### src/ext_irq_consts.vh
// constants and overview for the external interrupt pin unit
// Overview of operation
// - pin function enable low disables interrupt logic and frees the pin for port use
// - qualifying pin activity sets one request latch held until cleared
// - vector fetch makes an acknowledge pulse clearing the latch
// - writing 1 to the acknowledge bit clears the latch; it reads 0
// - any reset clears the request latch
// - falling edge only after reset; select bit adds low level sensing
// - mask bit 1 hides the request from priority logic; 0 enables
// - level mode keeps request active while pin is low
// - level mode clears only after acknowledge and pin high, either order
// - a falling edge after an acknowledge sets the latch again
// - reset clears the select bit, removing request even with pin low
// - edge mode acknowledge clears latch at once whatever the pin level
// - read-only pending flag shows request, independent of the mask
// - unit runs in wait and stop; unmasked request wakes the processor
// - with break clear enable clear, accesses in break leave status unchanged
// - pin internal pullup is enabled only while pin function enable is high
// - current pin level is offered to pin-level branch instructions
`ifndef EXT_IRQ_CONSTS_VH
`define EXT_IRQ_CONSTS_VH
// ==========================================
// register map and fields
`define STATUS_CONTROL_ADDR 8'h00
`define BIT_SENSE_LEVEL 0
`define BIT_REQUEST_MASK 1
`define BIT_ACK 2
`define BIT_PENDING 3
`define RESET_STATUS_CONTROL 8'h00
`endif

### src/ext_irq_unit.v
// external interrupt pin unit: request latch, mask, mode select, register port
`include "ext_irq_consts.vh"
`default_nettype none
module ext_irq_unit #(
   parameter ADDR_W = 8
) (
   // clock and reset
   input wire mclk,
   input wire rst_n,
   // register port
   input wire [ADDR_W-1:0] reg_addr,
   input wire [7:0] reg_wdata,
   input wire reg_wr,
   input wire reg_rd,
   output reg [7:0] reg_rdata,
   // configuration and system
   input wire pin_function_enable,
   input wire vector_fetch,
   input wire debug_break,
   input wire break_clear_enable,
   // pin, active low
   input wire irq_pin_n,
   output reg pin_pullup_en,
   output reg pin_level,
   output reg port_pin_release,
   // to priority logic and wakeup
   output reg irq_request,
   output reg wakeup,
   output reg irq_ack_pulse
);
   // ==========================================
   // pin synchroniser
   reg sync1_q, sync2_q, prev_q;
   // sync flops keep sampling through reset: a pin held low across reset must not look like a fresh edge
   always @(posedge mclk) begin
      sync1_q <= irq_pin_n;
      sync2_q <= sync1_q;
   end
   always @(posedge mclk) begin
      if (!rst_n)
         prev_q <= 1'b0;
      else
         prev_q <= sync2_q;
   end
   wire falling = pin_function_enable & prev_q & ~sync2_q;
   wire low_level = pin_function_enable & ~sync2_q;
   // ==========================================
   // control register and latch
   reg sense_level_q, mask_q, latch_q;
   wire hit = (reg_addr == `STATUS_CONTROL_ADDR);
   // software acknowledge clears status during break only when allowed
   wire clr_allowed = ~debug_break | break_clear_enable;
   wire sw_ack = reg_wr & hit & reg_wdata[`BIT_ACK] & clr_allowed;
   wire hw_ack = vector_fetch & pin_function_enable;
   wire ack = sw_ack | hw_ack;
   // disabled pin function hides a latched request at once
   wire req_now = pin_function_enable & (latch_q | (sense_level_q & low_level));
   always @(posedge mclk) begin
      if (!rst_n) begin
         sense_level_q <= 1'b0;
         mask_q <= 1'b0;
         latch_q <= 1'b0;
      end else begin
         if (reg_wr && hit) begin
            sense_level_q <= reg_wdata[`BIT_SENSE_LEVEL];
            mask_q <= reg_wdata[`BIT_REQUEST_MASK];
         end
         // new edge wins over a same-cycle acknowledge
         if (falling)
            latch_q <= 1'b1;
         else if (ack)
            latch_q <= 1'b0;
         else if (!pin_function_enable)
            latch_q <= 1'b0;
      end
   end
   // ==========================================
   // outputs
   always @(posedge mclk) begin
      if (!rst_n) begin
         reg_rdata <= 8'h00;
         irq_request <= 1'b0;
         wakeup <= 1'b0;
         irq_ack_pulse <= 1'b0;
         pin_pullup_en <= 1'b0;
         pin_level <= 1'b1;
         port_pin_release <= 1'b1;
      end else begin
         reg_rdata <= 8'h00;
         if (reg_rd && hit) begin
            reg_rdata[`BIT_SENSE_LEVEL] <= sense_level_q;
            reg_rdata[`BIT_REQUEST_MASK] <= mask_q;
            reg_rdata[`BIT_PENDING] <= req_now;
         end
         irq_request <= req_now & ~mask_q;
         wakeup <= req_now & ~mask_q;
         irq_ack_pulse <= ack;
         pin_pullup_en <= pin_function_enable;
         pin_level <= sync2_q;
         port_pin_release <= ~pin_function_enable;
      end
   end
endmodule
`default_nettype wire

### config.mk
export PLATFORM = sky130hd
export DESIGN_NAME = ext_irq_unit
export DESIGN_NICKNAME = d
export VERILOG_FILES = /design/src/ext_irq_unit.v
export VERILOG_INCLUDE_DIRS = /design/src
export SDC_FILE = /design/constraint.sdc
export NUM_CORES = 1
export LEC_CHECK = 0
export BUFFER_PORTS_ARGS = -buffer_cell sky130_fd_sc_hd__buf_2
export CORE_MARGIN = 2
export CORE_UTILIZATION = 38
export DETAILED_ROUTE_END_ITERATION = 12
export PLACE_DENSITY_LB_ADDON = 0.08
export SKIP_CTS_REPAIR_TIMING = 1
export SYNTH_ARGS = -nofsm -noshare
export SYNTH_HDL_FRONTEND = slang
export SYNTH_SLANG_ARGS = --single-unit
### constraint.sdc
create_clock -name mclk -period 2.6 [get_ports mclk]
set_clock_uncertainty 0.1 [all_clocks]
set_input_delay 0 -clock mclk [delete_from_list [all_inputs] [get_ports mclk]]
set_output_delay 0 -clock mclk [all_outputs]
set_load 0.01 [all_outputs]
# Yosys cells after proc, flatten, opt, wreduce, memory -nomap -nowiden
# Cells that the tools add are included.
[word_totals]
ff_bits = 19
input_bits = 25
elab_cells = 38
out_inout_bits = 14
[op_classes]
n_reduce_logical = 4
mux = 3
bitwise = 17
n_eq_ne = 1
[ops]
columns = ["cell", "n"]
rows = [
  ["AND 1 bit", 10],
  ["logical NOT 8 bit", 1],
  ["NOT 1 bit", 4],
  ["2-to-1 mux 1 bit", 3],
  ["!= test 3 x 1 -> 1 bit (second input constant)", 1],
  ["OR 1 bit", 3],
  ["logical AND 1 bit", 2],
  ["AND reduction 2 bit", 1],
]

# Logic depth before layout (Yosys ltp)
# Gate-level depths: netlist (run 1).
[depth]
depth_word = 7
ltp_mapped = 5
depth_no_buf = 4

# Worst setup path after synthesis (run 1)
# No wires, ideal clock.
[synth_timing]
kind = "reg2reg"
start = "reg sense_level_q"
end = "reg wakeup"
slack_ns = 1.721
setup_time_ns = 0.125
t_arrival_ns = 0.654
stages_incl_launch_ff = 4
path_buffers = 0
t_required_ns = 2.375
synth_period_minus_slack_ns = 0.879
path_cell_list = "dfxtp_1 -> nor2b_1 -> o21ai_0 -> nor3b_1"
[synth_between]
elab_chain_cells = 4
[synth_rtl]
columns = ["item", "line_no", "text"]
rows = [
  ["start: declaration", "ext_irq_unit.v:49", "reg sense_level_q, mask_q, latch_q;"],
  ["start signal: assignment", "ext_irq_unit.v:65", "sense_level_q <= reg_wdata[`BIT_SENSE_LEVEL];"],
  ["AND 1 bit", "ext_irq_unit.v:57", "wire req_now = pin_function_enable & (latch_q | (sense_level_q & low_level));"],
  ["OR 1 bit", "ext_irq_unit.v:57", ""],
  ["AND 1 bit", "ext_irq_unit.v:57", ""],
  ["AND 1 bit", "ext_irq_unit.v:96", "wakeup <= req_now & ~mask_q;"],
  ["end signal: assignment", "ext_irq_unit.v:96", ""],
  ["end: declaration", "ext_irq_unit.v:28", "output reg wakeup,"],
]
# Every way passes these cells.
# A chain may end at the register's enable or synchronous reset.

==> run metrics, run 1 <==
via count=478; library cells used by synthesis=20; die span in y=41.5 µm; crit end category=flip-flop; Area after DPL=658 µm²; number of global-route vias before repair=386; layout net count=120; DRC viols=0; Max Cap Viol=0; most numerous cell in the Yosys netlist=dfxtp_1; Routed wire per std cell=8.94 µm; clk sink count=14; commonest cells in the netlist=dfxtp_1 (14), nand2_1 (7), buf_4 (6); Main synth FF type=dfxtp_1; clk_lat worst skew=280 ps; io pins=39; Worst Slack Setup Final=697 ps; GPL Wtd Cong=0.617; area share of the largest cell type after synthesis=52.5%; setup TNS=0 ps; CTS Buf Count=3; period utilization=73.2%; GR Overflow Total=0; CP Data Required Time=2730 ps; final worst path period need=1900 ps; WHS=145 ps; antenna-violating nets left=0; I/O Buffers=28; Final Cell Area=825 µm²; WS Path Type=in -> reg; cell taking the most area after synthesis=dfxtp_1; CTS Buffer Depth=2; first-pass iteration count of the detailed router=3; Die Width=41.5 µm; FF+latch count, synth=14; Fmax achieved=0.526 GHz; num rows=13; pwr dens=512 nW/µm²; VDD IR max=0.000251 V; startpoint types=input port; syn avg cell area=10.3 µm²; Core Region=1300 µm²; post-place setup slack=1590 ps; Max FO, Critical Path=10; DRT iter0 DRCs=3; initial core utilization=41.1%; clk root buf=clkbuf_4; worst hold path class=in -> reg; area of the die=1720 µm²; Hold Vio Cnt, Final=0; Total GRT Usage=11.6%; dpl hpwl=697 µm; RSZ-0062 raised after global routing=no; initial antenna violation count=0; Leak Pwr=0.395 nW; Arr. time, crit path=2030 ps; outcome=completed; Inserted Diodes=0; Post-synth EDFFs=0; final wirelength=975 µm; Yosys Warn Count=0; Synth Instances=52; first-pass GRT wire length=1470 µm; max-slew violations=0; Synth area leaders=dfxtp_1 (52%), buf_4 (8.4%), nor4_4 (8.0%); async set or reset register ratio after synthesis=0%; Reg clk slew, reported paths=80 ps; final setup violation count=0; layout cell share with drive strength beyond 1=36.2%; largest net degree at the start of global routing=11; Post-Syn Area=534 µm²; Seq/Total Area, Yosys=52.5%; Via density=4.39; htree depth=1; area delta synth->final=54.3%; CTS tree=yes
flip-flops by register name, summed over array words and instances, names as in the netlist:
| register | count |
|---|---|
| pin_level | 1 |
| sense_level_q | 1 |
| port_pin_release | 1 |
| sync2_q | 1 |
| mask_q | 1 |
| latch_q | 1 |
| irq_ack_pulse | 1 |
| wakeup | 1 |
| reg_rdata | 3 |
| prev_q | 1 |
| pin_pullup_en | 1 |
| sync1_q | 1 |
path summary, 6_finish.rpt:
check                            from                   end  slack (ps)  cells after the start
setup / recovery                rst_n   mask_q$_SDFFE_PN0P_         700                      6
hold / removal     break_clear_enable  latch_q$_SDFFE_PN0P_         140                      4
setup reg to reg  mask_q$_SDFFE_PN0P_   mask_q$_SDFFE_PN0P_        1360                      3
hold reg to reg       sync1_q$_DFF_P_       sync2_q$_DFF_P_         230                      0
layer usage:
| layer | share of wire [%] | vias up | GRT usage, % |
|---|---|---|---|
| met2 | 45 | 31 | 16.9 |
| met5 | 0 | - | 0 |
| met1 | 40 | 200 | 12.1 |
| li1 | - | 242 | - |
| met3 | 11 | 5 | 5.22 |
| met4 | 3.6 | 0 | 11.6 |
metrics by stage:
stage / utilization, % / std cells / total power [mW]
finish: 63.4 / 109 / 0.422
CTS: 53.4 / 96 / 0.417
global route: 63.4 / 109 / 0.446
detailed placement: 50.6 / 92 / 0.264
global placement: 50.6 / 92 / 0.263
floorplan: - / 56 / 0.248
critical path, stage by stage:
cell,delay [ps]
dlygate4sd3_1,520
buf_2,200
nand2_1,70
dlygate4sd3_1,560
mux2i_1,120
dlygate4sd3_1,550
power breakdown:
group	switching (mW)	internal (mW)
logic	0.0202	0.0276
registers	0.00156	0.220
clock network	0.0676	0.0852
cells in the final DEF, fill, tap and decap left out, drive strengths merged:
cell type,synthesis,final
dfxtp,14,14
nand3,1,1
o22ai,1,1
nor4,2,2
and4bb,1,1
conb,1,5
nor3b,1,1
nand3b,1,1
o21a,1,1
mux2i,2,2
nand2b,1,1
buf,7,28
nor2b,2,2
inv,3,3
o21ai,1,1
nor2,3,3
nand4,1,1
dlygate4sd3,0,13
and2,2,2
clkbuf,0,4
nand2,7,7
cell families (layout without fill, tap and decap cells):
family / after synthesis / in the layout / synth area share, %
simple gates: 22 / 22 / 28.1
mux: 2 / 2 / 3.75
compound gates: 3 / 3 / 3.51
other cells: 1 / 5 / 0.702
buf+inv: 10 / 48 / 11.5
flops: 14 / 14 / 52.5
layout make-up:
class / count / area, µm²
Clock buffer: 4 / 36.3
Fill cell: 128 / 477
Inverter: 3 / 11.3
Multi-Input combinational cell: 32 / 208
Sequential cell: 14 / 280
Tap cell: 15 / 18.8
Timing Repair Buffer: 41 / 270
No activity file was read; power rests on OpenSTA's default activity.
==> run 2, diff against run 1 <==
--- a/config.mk
+++ b/config.mk
@@ -8,7 +8,7 @@
 export LEC_CHECK = 0
 export BUFFER_PORTS_ARGS = -buffer_cell sky130_fd_sc_hd__buf_2
 export CORE_MARGIN = 2
-export CORE_UTILIZATION = 38
+export CORE_UTILIZATION = 34
 export DETAILED_ROUTE_END_ITERATION = 12
 export PLACE_DENSITY_LB_ADDON = 0.08
 export SKIP_CTS_REPAIR_TIMING = 1
==> constraint.sdc (replaced) <==
create_clock -name mclk -period 1.7 [get_ports mclk]
set_clock_uncertainty 0.1 [all_clocks]
set_input_delay 0 -clock mclk [delete_from_list [all_inputs] [get_ports mclk]]
set_output_delay 0 -clock mclk [all_outputs]
set_load 0.01 [all_outputs]
==> run metrics, run 2 (same netlist as run 1, synthesis figures left out) <==
commonest non-fill, non-tap cell in the layout=buf_2 (unchanged); post-place setup slack=691 ps (was 1590 ps); pwr dens=755 nW/µm² (was 512 nW/µm²); Non-Filler Instances=106 (was 109); Inserted Diodes=0 (unchanged); Placed Cells=93 (was 92); Reg2Reg Launch Point=sense_level_q$_SDFFE_PN0P_ (was mask_q$_SDFFE_PN0P_); GR Overflow Total=0 (unchanged); layout cell share with drive strength beyond 1=36.7% (was 36.2%); Clock power frac=30.4% (was 36.2%); fillcell total=160 (was 128); Routed wire per std cell=9.53 µm (was 8.94 µm); most frequent cells in the layout=buf_2 (28), dfxtp_1 (14), dlygate4sd3_1 (10), nand2_1 (7), conb_1 (5) (was buf_2 (28), dfxtp_1 (14), dlygate4sd3_1 (13), nand2_1 (7), conb_1 (5)); final worst path period need=1560 ps; CP Data Required Time=1800 ps (was 2730 ps); clk_lat worst skew=270 ps (was 280 ps); io pins=39 (unchanged); die span in y=43.6 µm (was 41.5 µm); CTS Buf Count=3 (unchanged); dpl hpwl=729 µm (was 697 µm); final wirelength=1010 µm (was 975 µm); Leak Pwr=0.371 nW (was 0.395 nW); area delta synth->final=46.4% (was 54.3%); GPL Wtd Cong=0.705 (was 0.617); startpoint types=input port (unchanged); final setup violation count=0 (unchanged); initial antenna violation count=0 (unchanged); CTS tree=yes (unchanged); via count=459 (was 478); setup TNS=0 ps (unchanged); Final Util=52.5% (was 63.4%); initial core utilization=35.9% (was 41.1%); Max Cap Viol=0 (unchanged); Arr. time, crit path=1660 ps (was 2030 ps); Worst Slack Setup Final=135 ps (was 697 ps); htree depth=1 (unchanged); WHS=-13.7 ps (was 145 ps); Reg clk slew, reported paths=80 ps (about the same); Max FO, Critical Path=10 (unchanged); number of global-route vias before repair=349 (was 386); area of the die=1900 µm² (was 1720 µm²); WS Path Type=in -> reg (unchanged); Via density=4.33 (was 4.39); total power=0.590 mW (was 0.422 mW); switch share=22.1% (was 21.2%); Fmax achieved=0.639 GHz; largest reg by FF count=reg_rdata (unchanged); DRC viols=0 (unchanged); Net Switching=0.131 mW (was 0.0894 mW); clk root buf=clkbuf_4 (unchanged); Hold Vio Cnt, Final=2 (was 0); VDD IR max=0.000370 V (was 0.000251 V); num rows=14 (was 13); failing checks=hold timing; start point of the critical path=rst_n (unchanged); period utilization=92.0%; RSZ-0062 raised after global routing=no (unchanged); Die Width=43.6 µm (was 41.5 µm); Largest register FFs=3 (unchanged); outcome=finished, violations left (was completed); Comb power frac=12.2% (was 11.3%); Seq pwr share=57.5% (was 52.5%); CTS Buffer Depth=2 (unchanged); I/O Buffers=28 (unchanged); Core Region=1490 µm² (was 1300 µm²); largest net degree at the start of global routing=11 (unchanged); first-pass iteration count of the detailed router=2 (was 3); first-pass GRT wire length=1390 µm (was 1470 µm); Int Pwr=0.459 mW (was 0.333 mW); Total GRT Usage=10.5% (was 11.6%); crit end category=flip-flop (unchanged); max-slew violations=0 (unchanged); clk sink count=14 (unchanged); antenna-violating nets left=0 (unchanged); worst hold path startpoint=reg_wr (was break_clear_enable); layout net count=117 (was 120); DRT iter0 DRCs=1 (was 3); worst hold path class=in -> reg (unchanged)
==> run 2: changes by cell type in the layout (fill, tap and decap cells not counted) <==
cell           delta
clkbuf_8          -1
dlygate4sd3_1     -3
==> run 2: area by class of cell <==
class | count | area, µm² | share of cell area, %
Clock buffer | 3 | 22.5 | 2.88
Inverter | 3 | 11.3 | 1.44
Multi-Input combinational cell | 32 | 208 | 26.6
Sequential cell | 14 | 280 | 35.8
Tap cell | 16 | 20.0 | 2.56
Timing Repair Buffer | 38 | 240 | 30.7
==> run 2: critical path, stage by stage <==
cell and delay (ps):
dlygate4sd3_1 520, buf_2 200, nand2_1 70, dlygate4sd3_1 570, inv_1 70, nand3b_1 70
o22ai_1 160
==> run 2: per-stage QoR <==
| step | hold slack, ps | area (µm²) |
|---|---|---|
| final | -13.7 | 782 |
| after global routing | 6.71 | 782 |
| after CTS | -282 | 682 |
| after detailed placement | 4.66 | 659 |
| after global placement | 2.70 | 659 |
| after floorplan | -72.3 | 549 |
==> run 2: path summary, 6_finish.rpt <==
check | to | cells past startpoint | slack [ps]
worst max-delay path | latch_q$_SDFFE_PN0P_ | 7 | 140
worst min-delay path | sense_level_q$_SDFFE_PN0P_ | 3 | -10
worst max register to register | wakeup$_SDFF_PN0_ | 3 | 730
worst min register to register | sync2_q$_DFF_P_ | 0 | 240
==> run 2: power groups by stage <==
stage	clock network, mW	registers (mW)	logic (mW)
5_1_grt	0.203	0.340	0.0795
2_1_floorplan	0	0.350	0.0290
6_report	0.179	0.339	0.0718
4_1_cts	0.185	0.339	0.0563
3_3_place_gp	0	0.347	0.0554
3_5_place_dp	0	0.347	0.0563
==> run 2: routing by layer <==
| metal | GRT usage (%) | up-vias | part of all wire [%] |
|---|---|---|---|
| met4 | 12.7 | 0 | 3.9 |
| met5 | 0 | - | 0 |
| met3 | 1.25 | 4 | 9.3 |
| met2 | 15.0 | 27 | 48 |
| li1 | - | 233 | - |
| met1 | 12.1 | 195 | 39 |
==> run 3, diff against run 2 <==
--- a/config.mk
+++ b/config.mk
@@ -6,9 +6,10 @@
 export SDC_FILE = /design/constraint.sdc
 export NUM_CORES = 1
 export LEC_CHECK = 0
+export ABC_AREA = 1
 export BUFFER_PORTS_ARGS = -buffer_cell sky130_fd_sc_hd__buf_2
 export CORE_MARGIN = 2
-export CORE_UTILIZATION = 34
+export CORE_UTILIZATION = 33
 export DETAILED_ROUTE_END_ITERATION = 12
 export PLACE_DENSITY_LB_ADDON = 0.08
 export SKIP_CTS_REPAIR_TIMING = 1
==> run metrics, run 3 <==
area delta synth->final=54.8% (was 46.4%); cell taking the most area after synthesis=dfxtp_1 (unchanged); first-pass GRT wire length=1360 µm (was 1390 µm); VDD IR max=0.000250 V (was 0.000370 V); Hold Vio Cnt, Final=0 (was 2); GR Overflow Total=0 (unchanged); htree depth=1 (unchanged); crit end category=flip-flop (unchanged); Leak Pwr=0.407 nW (was 0.371 nW); grt met1 use=13.6% (was 12.1%); startpoint types=input port (unchanged); most frequent cells in the layout=buf_2 (28), dfxtp_1 (14), dlygate4sd3_1 (11), inv_1 (9), nand2_1 (8) (was buf_2 (28), dfxtp_1 (14), dlygate4sd3_1 (10), nand2_1 (7), conb_1 (5)); most numerous cell in the Yosys netlist=dfxtp_1 (unchanged); clk sink count=14 (unchanged); largest net degree at the start of global routing=9 (was 11); Via density=3.99 (was 4.33); Seq/Total Area, Yosys=55.6% (was 52.5%); CTS Buffer Depth=2 (unchanged); Synth Instances=60 (was 52); area share of the largest cell type after synthesis=55.6% (was 52.5%); worst hold path class=in -> reg (unchanged); CP Data Required Time=1810 ps (was 1800 ps); flop2flop setup slack=500 ps (was 730 ps); WHS=46.4 ps (was -13.7 ps); final worst path period need=1360 ps (was 1560 ps); period utilization=79.8% (was 92.0%); clk_lat worst skew=270 ps (about the same); initial core utilization=34.3% (was 35.9%); Yosys Warn Count=0 (unchanged); max-slew violations=0 (unchanged); num rows=14 (unchanged); GPL Wtd Cong=0.685 (was 0.705); layout cell share with drive strength beyond 1=33.7% (was 36.7%); dpl hpwl=682 µm (was 729 µm); largest reg by FF count=reg_rdata (unchanged); WHS Endpoint=sense_level_q$_SDFFE_PN0P_ (unchanged); initial antenna violation count=0 (unchanged); worst r2r path cells=3 (unchanged); WS Path Type=in -> reg (unchanged); pwr dens=810 nW/µm² (was 755 nW/µm²); CTS tree=yes (unchanged); DRT iter0 DRCs=3 (was 1); final wirelength=904 µm (was 1010 µm); clk root buf=clkbuf_4 (unchanged); commonest cells in the netlist=dfxtp_1 (14), inv_1 (9), nand2_1 (8) (was dfxtp_1 (14), nand2_1 (7), buf_4 (6)); Total GRT Usage=10.1% (was 10.5%); I/O Buffers=28 (unchanged); first-pass iteration count of the detailed router=2 (unchanged); Arr. time, crit path=1460 ps (was 1660 ps); async set or reset register ratio after synthesis=0% (unchanged); Synth area leaders=dfxtp_1 (56%), buf_4 (8.9%), inv_1 (6.7%) (was dfxtp_1 (52%), buf_4 (8.4%), nor4_4 (8.0%)); via count=467 (was 459); grt met3 use=1.28% (was 1.25%); Routed wire per std cell=7.73 µm (was 9.53 µm); Most Crowded Layer GR=met2 (unchanged); final setup violation count=0 (unchanged); RR Endpoint=mask_q$_SDFFE_PN0P_ (was wakeup$_SDFF_PN0_); Post-Syn Area=504 µm² (was 534 µm²); outcome=completed (was finished, violations left); layout net count=127 (was 117); Min-Delay Path Depth=6 (was 3); Largest register FFs=3 (unchanged); Reg clk slew, reported paths=80 ps (about the same); FF+latch count, synth=14 (unchanged); die span in y=43.1 µm (was 43.6 µm); setup TNS=0 ps (unchanged); met2 usage=13.7% (was 15.0%); worst hold path startpoint=reg_addr[4] (was reg_wr); Max Cap Viol=0 (unchanged); Main synth FF type=dfxtp_1 (unchanged); number of global-route vias before repair=351 (was 349); Reg2Reg Launch Point=mask_q$_SDFFE_PN0P_ (was sense_level_q$_SDFFE_PN0P_); DRC viols=0 (unchanged); Max FO, Critical Path=4 (was 10); Inserted Diodes=0 (unchanged); Core Region=1470 µm² (was 1490 µm²); area of the die=1860 µm² (was 1900 µm²); Post-synth EDFFs=0 (unchanged); Fmax achieved=0.737 GHz (was 0.639 GHz); antenna-violating nets left=0 (unchanged); CTS Buf Count=3 (unchanged); library cells used by synthesis=13 (was 20); Die Width=43.1 µm (was 43.6 µm); RSZ-0062 raised after global routing=no (unchanged); commonest non-fill, non-tap cell in the layout=buf_2 (unchanged); io pins=39 (unchanged); syn avg cell area=8.40 µm² (was 10.3 µm²)
-- run 3: power breakdown --
group	internal [mW]	switching, mW
Clock	0.130	0.0958
Sequential	0.337	0.00199
Combinational	0.0387	0.0292
-- run 3: area by class of cell --
| class | count | area [µm²] |
|---|---|---|
| clock buffer | 4 | 36.3 |
| fill | 161 | 691 |
| inverter | 9 | 33.8 |
| multi-input combinational | 35 | 160 |
| sequential | 14 | 280 |
| tap | 16 | 20.0 |
| timing repair buffer | 39 | 250 |
-- run 3: worst max-delay path by stage --
stage | cells past startpoint | start | to
after global routing | 6 | reg_wr | mask_q$_SDFFE_PN0P_
after CTS | 5 | sync2_q$_DFF_P_ | wakeup$_SDFF_PN0_
final | 6 | reg_wr | sense_level_q$_SDFFE_PN0P_
after floorplan | 5 | sync2_q$_DFF_P_ | wakeup$_SDFF_PN0_
after detailed placement | 7 | reg_addr[7] | latch_q$_SDFFE_PN0P_
after global placement | 7 | reg_addr[3] | latch_q$_SDFFE_PN0P_
-- run 3: metrics by stage --
stage	area [µm²]	utilization, %	setup slack [ps]	power [mW]	instances
floorplan	519	-	920	0.376	64
global placement	634	43.1	814	0.396	102
detailed placement	634	43.1	813	0.397	102
global route	781	53.1	294	0.669	117
finish	781	53.1	344	0.633	117
CTS	671	45.6	840	0.624	106
-- run 3: kinds of logic after synthesis --
logic type      synth area share [%]
compound gates                  7.44
buf+inv                         15.6
flops                           55.6
other cells                    0.744
simple gates                    20.6
-- run 3: layer usage --
layer  share of wire (%)  routed length [µm]
met1                  42                 377
met2                  50                 453
met3                 7.3                  66
met4                0.77                   7
met5                   0                   0
-- run 3: critical path: stages --
cell and delay, ps:
dlygate4sd3_1 520, buf_2 130, nand2_2 90, o21ai_1 60, dlygate4sd3_1 560, a21oi_1 100
